$ cat src/eipl_pkg.sv
// Package: register map, field positions and reset values of the pin latch
//
// How it works
// - A low interrupt pin can set the request latch; acknowledge or reset clears it.
// - With level sense on, clearing needs an acknowledge and the pin back high.
// - Fetching this interrupt's vector makes an acknowledge pulse clearing the latch.
// - Writing one to the acknowledge bit acts like a vector fetch.
// - A falling edge after a software acknowledge sets the latch again.
// - Unmasked service loads the program counter from the two fixed vector bytes.
// - In level mode the request stays pending while the pin is low.
// - Reset clears the latch and the sense select, even with pin low.
// - Edge-only mode: falling edges set; an acknowledge clears at once unless a falling edge comes in the same cycle.
// - The pending flag ignores the mask so software can poll.
// - Current pin level is offered to the branch-on-pin instructions.
// - In break, software acknowledge clears only with break clear enable set.
// - With break clear enable zero, break-state acknowledge writes do not clear the latch.
// - Pending flag is read-only, one when pending, zero otherwise.
// - Acknowledge bit is write-only, reads zero, cleared by reset.
// - Mask bit read/write; one disables requests; reset clears it.
// - Sense select read/write; one edge plus level, zero edge only.
// - Latched request goes to priority logic only while the mask is clear.
package eipl_pkg;

  // Avalon word byte addresses of the registers
  localparam logic [3:0] EIPL_STATUS_CONTROL_ADDR = 4'h0;
  localparam logic [3:0] EIPL_BREAK_FLAG_CTRL_ADDR = 4'h4;
  localparam logic [3:0] EIPL_VECTOR_ADDR = 4'h8;

  // Field positions inside the status and control register
  localparam int EIPL_BIT_PENDING = 3;
  localparam int EIPL_BIT_ACK = 2;
  localparam int EIPL_BIT_MASK = 1;
  localparam int EIPL_BIT_SENSE = 0;
  // Field position inside the break flag control register
  localparam int EIPL_BIT_BREAK_CLEAR_EN = 7;

  // Fixed vector locations of this interrupt
  localparam logic [15:0] EIPL_VECTOR_HI_LOC = 16'hFFFA;
  localparam logic [15:0] EIPL_VECTOR_LO_LOC = 16'hFFFB;

  // Reset values
  localparam logic        EIPL_RST_MASK = 1'h0;
  localparam logic        EIPL_RST_SENSE = 1'h0;
  localparam logic        EIPL_RST_BREAK_CLEAR_EN = 1'h0;
  localparam logic        EIPL_RST_PIN_SYNC = 1'h1;
  localparam logic [15:0] EIPL_RST_VECTOR = 16'h0000;

  // Bus answer timing: a read or write completes in this many wait cycles
  localparam int EIPL_WAIT_CYCLES = 1;

endpackage

$ cat src/eipl_sync.sv
// Two-stage synchroniser for one asynchronous level
`timescale 1ns/1ps
`default_nettype none

module eipl_sync (
  input  wire logic clk_i,
  input  wire logic sys_rst_i,
  input  wire logic async_i,
  output var  logic sync_o
);

  logic meta_q;

  // First stage feeds only the second stage; the stages keep sampling
  // through reset so a pin held low across reset shows no false edge
  always_ff @(posedge clk_i)
  begin
    if (sys_rst_i)
    begin
      meta_q <= async_i;
      sync_o <= meta_q;
    end
    else
    begin
      meta_q <= async_i;
      sync_o <= meta_q;
    end
  end

endmodule

`default_nettype wire

$ cat src/eipl_top.sv
// External interrupt pin latch with Avalon-MM register access
//
// Decided for this implementation: the placing of the registers and the Avalon-MM register port.
`timescale 1ns/1ps
`default_nettype none

module eipl_top (
  input  wire logic        clk_i,
  input  wire logic        sys_rst_i,
  // Active-low interrupt pin from outside
  input  wire logic        irq_pin_n_i,
  // CPU side
  input  wire logic        vector_fetch_i,
  input  wire logic        break_state_i,
  output var  logic        cpu_irq_req_o,
  output var  logic        branch_if_pin_high_o,
  output var  logic        branch_if_pin_low_o,
  output var  logic [15:0] vector_hi_loc_o,
  output var  logic [15:0] vector_lo_loc_o,
  // Avalon-MM slave
  input  wire logic [3:0]  avs_address_i,
  input  wire logic        avs_read_i,
  input  wire logic        avs_write_i,
  input  wire logic [31:0] avs_writedata_i,
  input  wire logic [3:0]  avs_byteenable_i,
  output var  logic [31:0] avs_readdata_o,
  output var  logic        avs_waitrequest_o
);

  typedef struct packed {
    logic        pin_prev;
    logic        latch;
    logic        ack_pend;
    logic        mask;
    logic        sense;
    logic        break_clear_en;
    logic        busy;
    logic        cpu_irq;
    logic        pin_high;
    logic        pin_low;
    logic [31:0] rdata;
    logic        waitreq;
  } eipl_state_t;

  eipl_state_t s_q;
  eipl_state_t s_d;
  logic        pin_sync;
  logic        falling;
  logic        sw_ack;
  logic        ack;
  logic        access;
  logic [31:0] rd_mux;

  // Pin crosses into the bus clock before anything reads it
  eipl_sync u_pin_sync (
    .clk_i     (clk_i),
    .sys_rst_i (sys_rst_i),
    .async_i   (irq_pin_n_i),
    .sync_o    (pin_sync)
  );

  // Bus request is taken on the cycle waitrequest is dropped
  assign access = (avs_read_i | avs_write_i) & s_q.busy;

  // Edge found against the previous synchronised sample
  assign falling = s_q.pin_prev & ~pin_sync;

  // Software acknowledge, gated off in break unless clearing is enabled
  assign sw_ack = access & avs_write_i & avs_byteenable_i[0]
                & (avs_address_i == eipl_pkg::EIPL_STATUS_CONTROL_ADDR)
                & avs_writedata_i[eipl_pkg::EIPL_BIT_ACK]
                & (~break_state_i | s_q.break_clear_en);
  // Vector fetch and software write share one acknowledge
  assign ack = vector_fetch_i | sw_ack;

  // Read data mux; acknowledge reads zero, pending is live latch state
  always_comb
  begin
    rd_mux = 32'h0000_0000;
    case (avs_address_i)
      eipl_pkg::EIPL_STATUS_CONTROL_ADDR:
      begin
        rd_mux[eipl_pkg::EIPL_BIT_PENDING] = s_q.latch;
        rd_mux[eipl_pkg::EIPL_BIT_ACK] = 1'h0;
        rd_mux[eipl_pkg::EIPL_BIT_MASK] = s_q.mask;
        rd_mux[eipl_pkg::EIPL_BIT_SENSE] = s_q.sense;
      end
      eipl_pkg::EIPL_BREAK_FLAG_CTRL_ADDR:
      begin
        rd_mux[eipl_pkg::EIPL_BIT_BREAK_CLEAR_EN] = s_q.break_clear_en;
      end
      eipl_pkg::EIPL_VECTOR_ADDR:
      begin
        rd_mux[31:16] = eipl_pkg::EIPL_VECTOR_HI_LOC;
        rd_mux[15:0] = eipl_pkg::EIPL_VECTOR_LO_LOC;
      end
      default:
      begin
        rd_mux = 32'h0000_0000; // Unmapped reads return zero
      end
    endcase
  end

  // Next state of the whole block
  always_comb
  begin
    s_d = s_q;
    s_d.pin_prev = pin_sync;

    // Latch: set wins over a same-cycle acknowledge so no edge is lost.
    // An acknowledge seen while a low pin holds the latch is remembered,
    // so acknowledge and pin release may come in either order.
    if (falling)
    begin
      s_d.latch = 1'h1;
      s_d.ack_pend = 1'h0;
    end
    else if (s_q.sense & ~pin_sync)
    begin
      s_d.latch = 1'h1;
      if (ack)
      begin
        s_d.ack_pend = 1'h1;
      end
    end
    else if (ack | s_q.ack_pend)
    begin
      s_d.latch = 1'h0;
      s_d.ack_pend = 1'h0;
    end

    // Register writes
    if (access & avs_write_i & avs_byteenable_i[0])
    begin
      if (avs_address_i == eipl_pkg::EIPL_STATUS_CONTROL_ADDR)
      begin
        s_d.mask = avs_writedata_i[eipl_pkg::EIPL_BIT_MASK];
        s_d.sense = avs_writedata_i[eipl_pkg::EIPL_BIT_SENSE];
      end
      else if (avs_address_i == eipl_pkg::EIPL_BREAK_FLAG_CTRL_ADDR)
      begin
        s_d.break_clear_en =
          avs_writedata_i[eipl_pkg::EIPL_BIT_BREAK_CLEAR_EN];
      end
    end

    // One wait cycle, then answer; readdata stands with waitrequest low
    s_d.busy = (avs_read_i | avs_write_i) & ~s_q.busy;
    s_d.waitreq = ~s_d.busy;
    s_d.rdata = (avs_read_i & s_d.busy) ? rd_mux : 32'h0000_0000;
    if ((avs_read_i | avs_write_i) & ~s_q.busy)
    begin
      s_d.waitreq = 1'h0;
    end
    else
    begin
      s_d.waitreq = 1'h1;
    end
    if (avs_read_i & ~s_q.busy)
    begin
      s_d.rdata = rd_mux;
    end

    // Request forwarded only while unmasked
    s_d.cpu_irq = s_d.latch & ~s_d.mask;
    // Pin level for the branch-on-pin instructions
    s_d.pin_high = pin_sync;
    s_d.pin_low = ~pin_sync;
  end

  // State register; reset drops latch and sense even with pin low
  always_ff @(posedge clk_i)
  begin
    if (sys_rst_i)
    begin
      s_q.pin_prev <= pin_sync; // Tracks the pin so no edge follows reset
      s_q.latch <= 1'h0;
      s_q.ack_pend <= 1'h0;
      s_q.mask <= eipl_pkg::EIPL_RST_MASK;
      s_q.sense <= eipl_pkg::EIPL_RST_SENSE;
      s_q.break_clear_en <= eipl_pkg::EIPL_RST_BREAK_CLEAR_EN;
      s_q.busy <= 1'h0;
      s_q.cpu_irq <= 1'h0;
      s_q.pin_high <= eipl_pkg::EIPL_RST_PIN_SYNC;
      s_q.pin_low <= 1'h0;
      s_q.rdata <= 32'h0000_0000;
      s_q.waitreq <= 1'h1;
    end
    else
    begin
      s_q <= s_d;
    end
  end

  assign cpu_irq_req_o = s_q.cpu_irq;
  assign branch_if_pin_high_o = s_q.pin_high;
  assign branch_if_pin_low_o = s_q.pin_low;
  assign vector_hi_loc_o = eipl_pkg::EIPL_VECTOR_HI_LOC;
  assign vector_lo_loc_o = eipl_pkg::EIPL_VECTOR_LO_LOC;
  assign avs_readdata_o = s_q.rdata;
  assign avs_waitrequest_o = s_q.waitreq;

endmodule

`default_nettype wire

$ cat config.mk
export PLATFORM = sky130hd
export DESIGN_NAME = eipl_top
export DESIGN_NICKNAME = d
export VERILOG_FILES = /design/src/eipl_pkg.sv /design/src/eipl_sync.sv /design/src/eipl_top.sv
export SDC_FILE = /design/constraint.sdc
export NUM_CORES = 1
export LEC_CHECK = 0
export ABC_AREA = 0
export BUFFER_PORTS_ARGS = -buffer_cell sky130_fd_sc_hd__buf_2
export CORE_ASPECT_RATIO = 0.7
export CORE_UTILIZATION = 35
export CTS_CLUSTER_SIZE = 30
export DETAILED_ROUTE_END_ITERATION = 6
export PLACE_DENSITY = 0.77
export SKIP_LAST_GASP = 1
export SYNTH_ARGS = -nofsm -noshare
export SYNTH_HDL_FRONTEND = slang
export SYNTH_SLANG_ARGS = --single-unit
$ cat constraint.sdc
create_clock -name clk_i -period 1.6 [get_ports clk_i]
set_input_delay 0.24 -clock clk_i [delete_from_list [all_inputs] [get_ports clk_i]]
set_output_delay 0.24 -clock clk_i [all_outputs]
set_load 0.02 [all_outputs]
==> qor.csv, run 1 <==
metric,value,unit
crit_type,flop to output pin,
critPathBufInv,1,
route.vias.total,678,
root_buffer,clkbuf_8,
rsz0062_at_grt,false,
cts_sinks,18,
core_area,2903,um^2
cp-end-kind,output pin,
maxCapViolCount,0,
synthDistinctLibCells,24,
critPathSlowestCell,dfxtp_1,
final_max_slew_viol_count,0,
reg2reg_depth,3,
synth_area_per_cell,9.158,um^2
hold_violations,0,
fin_skew,0.001888,ns
die_width,69.53,um
synth_edf_count,0,
clk_pin_slew,0.06,ns
row_count,16,
cts_buffers,3,
cts.path.max_buffers,2,
tns,0,ns
fin_nets,191,
hold_end,u_pin_sync.meta_q,
cp_cell_sequence,buf_2,
synth_area_leader_cell,buf_4,
clock.fmax,709.2,MHz
wirelength,1662,um
insertion_delay,0.26,ns
portBuffers,48,
synthArstFlopShare,0,%
yosys-top-cells-count,"buf_4 (64), dfxtp_1 (18), o21ai_0 (5), nand3_1 (4)",
io_pins,115,
grt_max_degree,26,
power_density,905.3,nW/um^2
syn-instance-count,122,
n_fill_cell,314,
r2r-end,avs_readdata_o[7],
dp_cells,175,
ant_nets,0,
hpwl,1327,um
dr.first_iter.drc_count,11,
antenna_cells,0,
ys_seq_area_share,32.25,%
htree_levels,1,
areaGrowthSynthToFinish,-1.455,%
r2r_start,s_q[36],
post-route-drc-count,0,
hp-start,irq_pin_n_i,
grt_usage,9.743,%
crit_start,avs_readdata_o[30],
peakVddDrop,0.7168,mV
critical_path_arrival,1.17,ns
hold_path_depth,1,
wire_per_inst,9.285,um
initial_core_util,38.49,%
synth.most_common_cell,buf_4,
grt_pass1_wl,2532,um
cp-start-kind,flop,
ys_ff_latch,18,
layout_min_cycle_time,1.410,ns
cp.required,1.36,ns
cp_top_family,flip-flops,
hold_buffers,0,
die_h,49.27,um
critical_path.max_stage_delay,0.64,ns
period_share,88.13,%
yosysTopAreaCellShare,43.00,%
viasPerCell,3.788,
drt_pre_antenna_iters,4,
crit_path_max_fanout,25,
netlist_area,1117,um^2
grt_pass1_vias,534,
worstMarginPinSlew,0.5161,ns
slew_headroom,65.28,%
ctsResizeCount,0,
cts_tree,yes,
gp_congestion,0.7368,
drive_above_1_share,40.56,%
rrSetupSlack,0.32,ns
yosys-top-cells-area,"buf_4 (43%), dfxtp_1 (32%), o21ai_0 (2.2%)",
die_area,3426,um^2
post_cts_buffers,0,
ys.flop_type,dfxtp_1,
hp-class,input pin to flop,
antenna_found_initial,0,
gr-total-overflow,0,
ys_warn_count,0,
layoutNonFillerInstCount,179,
status,finished clean,
setup_viol,0,
p_leak,0.6539,nW
==> how the worst max path moves through the flow <==
stage / end / cells after the start
after floorplan: cpu_irq_req_o / 3
after global placement: cpu_irq_req_o / 4
after detailed placement: cpu_irq_req_o / 4
after CTS: avs_readdata_o[28] / 1
after global routing: avs_readdata_o[6] / 1
final: avs_readdata_o[6] / 1
==> placed cells by master (no fill, tap or decap), drive strengths merged <==
cell type	n
o311a	1
clkbuf	4
buf	48
nor2b	2
or2b	1
o21ai	5
or3b	1
nor4b	2
a21o	3
inv	3
conb	35
a41o	1
nor2	3
or4	1
a21bo	1
a21boi	1
a21oi	2
nor4	3
nand3	4
o21ba	1
dfxtp	18
and3	2
a311oi	1
==> metal layers <==
metal / part of all wire [%] / wire length (um) / up-vias / global-route usage, %
met4: 1.7 / 29 / 0 / 4.082
met5: 0 / 0 / - / 0
met2: 41 / 679 / 43 / 12.94
met1: 47 / 783 / 284 / 13.39
met3: 10 / 169 / 4 / 4.339
li1: - / - / 347 / -
==> report_power, final <==
group,switching (mW),internal (mW)
logic,0.123,0.0343
clock network,0.149,0.219
registers,0.00681,0.464
total,0.279,0.718
==> final cells by class <==
type                            count  area, um^2  share of cell area, %
Inverter                            3       11.26                  1.023
Sequential cell                    18       360.3                  32.73
Clock buffer                        4       55.05                  5.000
Timing Repair Buffer               48       240.2                  21.82
Tap cell                           36       45.04                  4.091
Multi-Input combinational cell     70       389.1                  35.34
==> registers in the layout (all words and copies together) (netlist names) <==
| name | count |
|---|---|
| avs_readdata_o | 5 |
| branch_if_pin_low_o | 1 |
| u_pin_sync.meta_q | 1 |
| u_pin_sync.sync_o | 1 |
| s_q | 7 |
| branch_if_pin_high_o | 1 |
| cpu_irq_req_o | 1 |
| avs_waitrequest_o | 1 |
==> kinds of logic (layout without fill, tap and decap cells) <==
logic type             Yosys count  after routing  synth area share, %
AND/OR/NAND/NOR                 19             19                12.88
buffers and inverters           67             55                44.01
flip-flops                      18             18                32.25
other                            2             35               0.6721
AO/OA/AOI/OAI                   16             16                10.19
==> through the flow <==
step	setup slack [ns]	utilization (%)	hold WS (ns)	cell area [um^2]	total power, mW
6_report	0.1899	37.93	0.07919	1101	0.9967
5_1_grt	0.06152	37.93	0.06754	1101	1.046
4_1_cts	0.1554	37.93	0.07692	1101	1.004
2_1_floorplan	0.3850	-	0.2677	1241	0.6666
3_5_place_dp	0.1883	36.03	0.3164	1046	0.6372
3_3_place_gp	0.1925	36.03	0.3105	1046	0.6354
Power figures use the tool's default switching activity.
==> inputs of run 2 (changes only) <==
--- a/config.mk
+++ b/config.mk
@@ -7,8 +7,10 @@
 export LEC_CHECK = 0
 export ABC_AREA = 0
 export BUFFER_PORTS_ARGS = -buffer_cell sky130_fd_sc_hd__buf_2
+export CELL_PAD_IN_SITES_DETAIL_PLACEMENT = 1
+export CELL_PAD_IN_SITES_GLOBAL_PLACEMENT = 1
 export CORE_ASPECT_RATIO = 0.7
-export CORE_UTILIZATION = 35
+export CORE_UTILIZATION = 23
 export CTS_CLUSTER_SIZE = 30
 export DETAILED_ROUTE_END_ITERATION = 6
 export PLACE_DENSITY = 0.77
==> run 2 against run 1 <==
Net effect: non-clock buffer count increased by 1; first-iteration DRC count decreased by 64%; worst hold slack better by 0.0068 ns; clock power decreased by 2%; routed wire length grew 18%; setup slack worse by 0.022 ns; critical path type unchanged; critical endpoint is now avs_readdata_o[8]; largest power group unchanged.
==> qor.csv, run 2 (synthesis results as in run 1) <==
metric,value,unit,change
status,finished clean,,
setup_viol,0,,unchanged
critPathBufInv,1,,unchanged
slew_headroom,63.21,%,-2.1 points
p_leak,0.6593,nW,+0.82%
critical_path_arrival,1.19,ns,+0.02 ns
die_width,85.31,um,+23%
dr.first_iter.drc_count,4,,-7
hold_violations,0,,unchanged
pwr-share-comb,16.1,%,+0.3 points
cp-start-kind,flop,,
rsz0062_at_grt,false,,
hp-start,irq_pin_n_i,,
insertion_delay,0.25,ns,about the same
fin_nets,192,,+0.52%
p_total,0.9938,mW,-0.29%
antenna_cells,0,,unchanged
crit_path_max_fanout,25,,unchanged
cp_top_family,flip-flops,,
cts_buffers,3,,unchanged
drive_above_1_share,40.97,%,+0.41 points
peakVddDrop,0.5901,mV,-18%
drt_pre_antenna_iters,2,,-2
cp.required,1.36,ns,about the same
post_cts_buffers,0,,unchanged
ctsResizeCount,0,,unchanged
p_int,0.7180,mW,about the same
final_max_slew_viol_count,0,,unchanged
root_buffer,clkbuf_8,,
hp-class,input pin to flop,,
r2r-end,avs_readdata_o[7],,
layout_min_cycle_time,1.432,ns,+0.02179 ns
reg2reg_depth,3,,unchanged
core_area,4504,um^2,+55%
io_pins,115,,unchanged
crit_start,avs_readdata_o[30],,
hold_path_depth,1,,unchanged
r2r_start,s_q[36],,
htree_levels,1,,unchanged
pwr-share-clk,36.4,%,-0.5 points
p_seq_share,47.5,%,+0.2 points
portBuffers,48,,unchanged
critical_path.max_stage_delay,0.67,ns,+0.03 ns
clock.fmax,698.4,MHz,-1.5%
p_sw,0.2758,mW,-1.2%
worstMarginPinSlew,0.5510,ns,+0.03496 ns
wirelength,1953,um,+18%
n_fill_cell,567,,+81%
critPathSlowestCell,dfxtp_1,,
utilization,25.14,%,-13 points
die_area,5145,um^2,+50%
cts.path.max_buffers,2,,unchanged
hpwl,1659,um,+25%
ant_nets,0,,unchanged
grt_usage,7.070,%,-2.7 points
layoutNonFillerInstCount,199,,+11%
crit_type,flop to output pin,,
grt_pass1_wl,2773,um,+9.5%
layout_common_cells,"buf_2 (48), conb_1 (35), dfxtp_1 (18), o21ai_0 (5)",,
cp-end-kind,output pin,,
power.share.switching,27.76,%,-0.25 points
gp_congestion,0.6821,,-7.4%
wire_per_inst,9.814,um,+5.7%
hold_end,u_pin_sync.meta_q,,
tns,0,ns,unchanged
final_common_cell,buf_2,,
grt_pass1_vias,576,,+7.9%
route.vias.total,705,,+4.0%
cts_tree,yes,,
fin_skew,0.002718,ns,+0.0008296 ns
largest_reg_flops,7,,unchanged
viasPerCell,3.543,,-6.5%
cp_cell_sequence,buf_2,,
post-route-drc-count,0,,unchanged
cts_sinks,18,,unchanged
rrSetupSlack,0.33,ns,about the same
areaGrowthSynthToFinish,1.344,%,
die_h,60.32,um,+22%
regMostFlops,s_q,,
maxCapViolCount,0,,unchanged
period_share,89.49,%,+1.4 points
row_count,20,,+4
grt_max_degree,26,,unchanged
hold_buffers,0,,unchanged
dp_cells,195,,+11%
fin_hold_ws,0.08601,ns,+0.006822 ns
antenna_found_initial,0,,unchanged
power_density,877.6,nW/um^2,-3.0%
gr-total-overflow,0,,unchanged
clk_pin_slew,0.07,ns,about the same
initial_core_util,24.81,%,-14 points
-- run 2: final cells by class --
class                      instances  area, um^2  area share, %
inverter                           3       11.26         0.9945
tap                               55       68.82          6.077
multi-input combinational         70       389.1          34.36
sequential                        18       360.3          31.82
clock buffer                       4       55.05          4.862
timing repair buffer              49       247.7          21.88
-- run 2: metal layers --
| metal | vias up | GRT usage (%) | share of wire (%) |
|---|---|---|---|
| li1 | 352 | - | - |
| met1 | 304 | 10.36 | 50 |
| met2 | 47 | 9.908 | 41 |
| met3 | 2 | 2.486 | 8.3 |
| met4 | 0 | 1.429 | 0.61 |
| met5 | - | 0 | 0 |
-- run 2: how the worst max path moves through the flow --
stage	end	slack [ns]	cells past startpoint
2_1_floorplan	cpu_irq_req_o	0.38	3
3_3_place_gp	cpu_irq_req_o	0.17	4
4_1_cts	avs_readdata_o[8]	0.12	1
6_report	avs_readdata_o[8]	0.17	1
3_5_place_dp	cpu_irq_req_o	0.16	4
5_1_grt	avs_readdata_o[8]	0.05	1
-- run 2: per-stage QoR --
step | setup slack [ns] | instance area (um^2)
floorplan | 0.3850 | 1241
global placement | 0.1697 | 1077
detailed placement | 0.1598 | 1077
CTS | 0.1216 | 1132
global route | 0.04823 | 1132
finish | 0.1681 | 1132
-- run 2: power groups by stage --
stage / sequential (mW) / combinational, mW / clock (mW)
3_5_place_dp: 0.482 / 0.158 / 0
4_1_cts: 0.472 / 0.158 / 0.379
6_report: 0.472 / 0.160 / 0.362
3_3_place_gp: 0.481 / 0.157 / 0
5_1_grt: 0.474 / 0.173 / 0.396
2_1_floorplan: 0.489 / 0.177 / 0
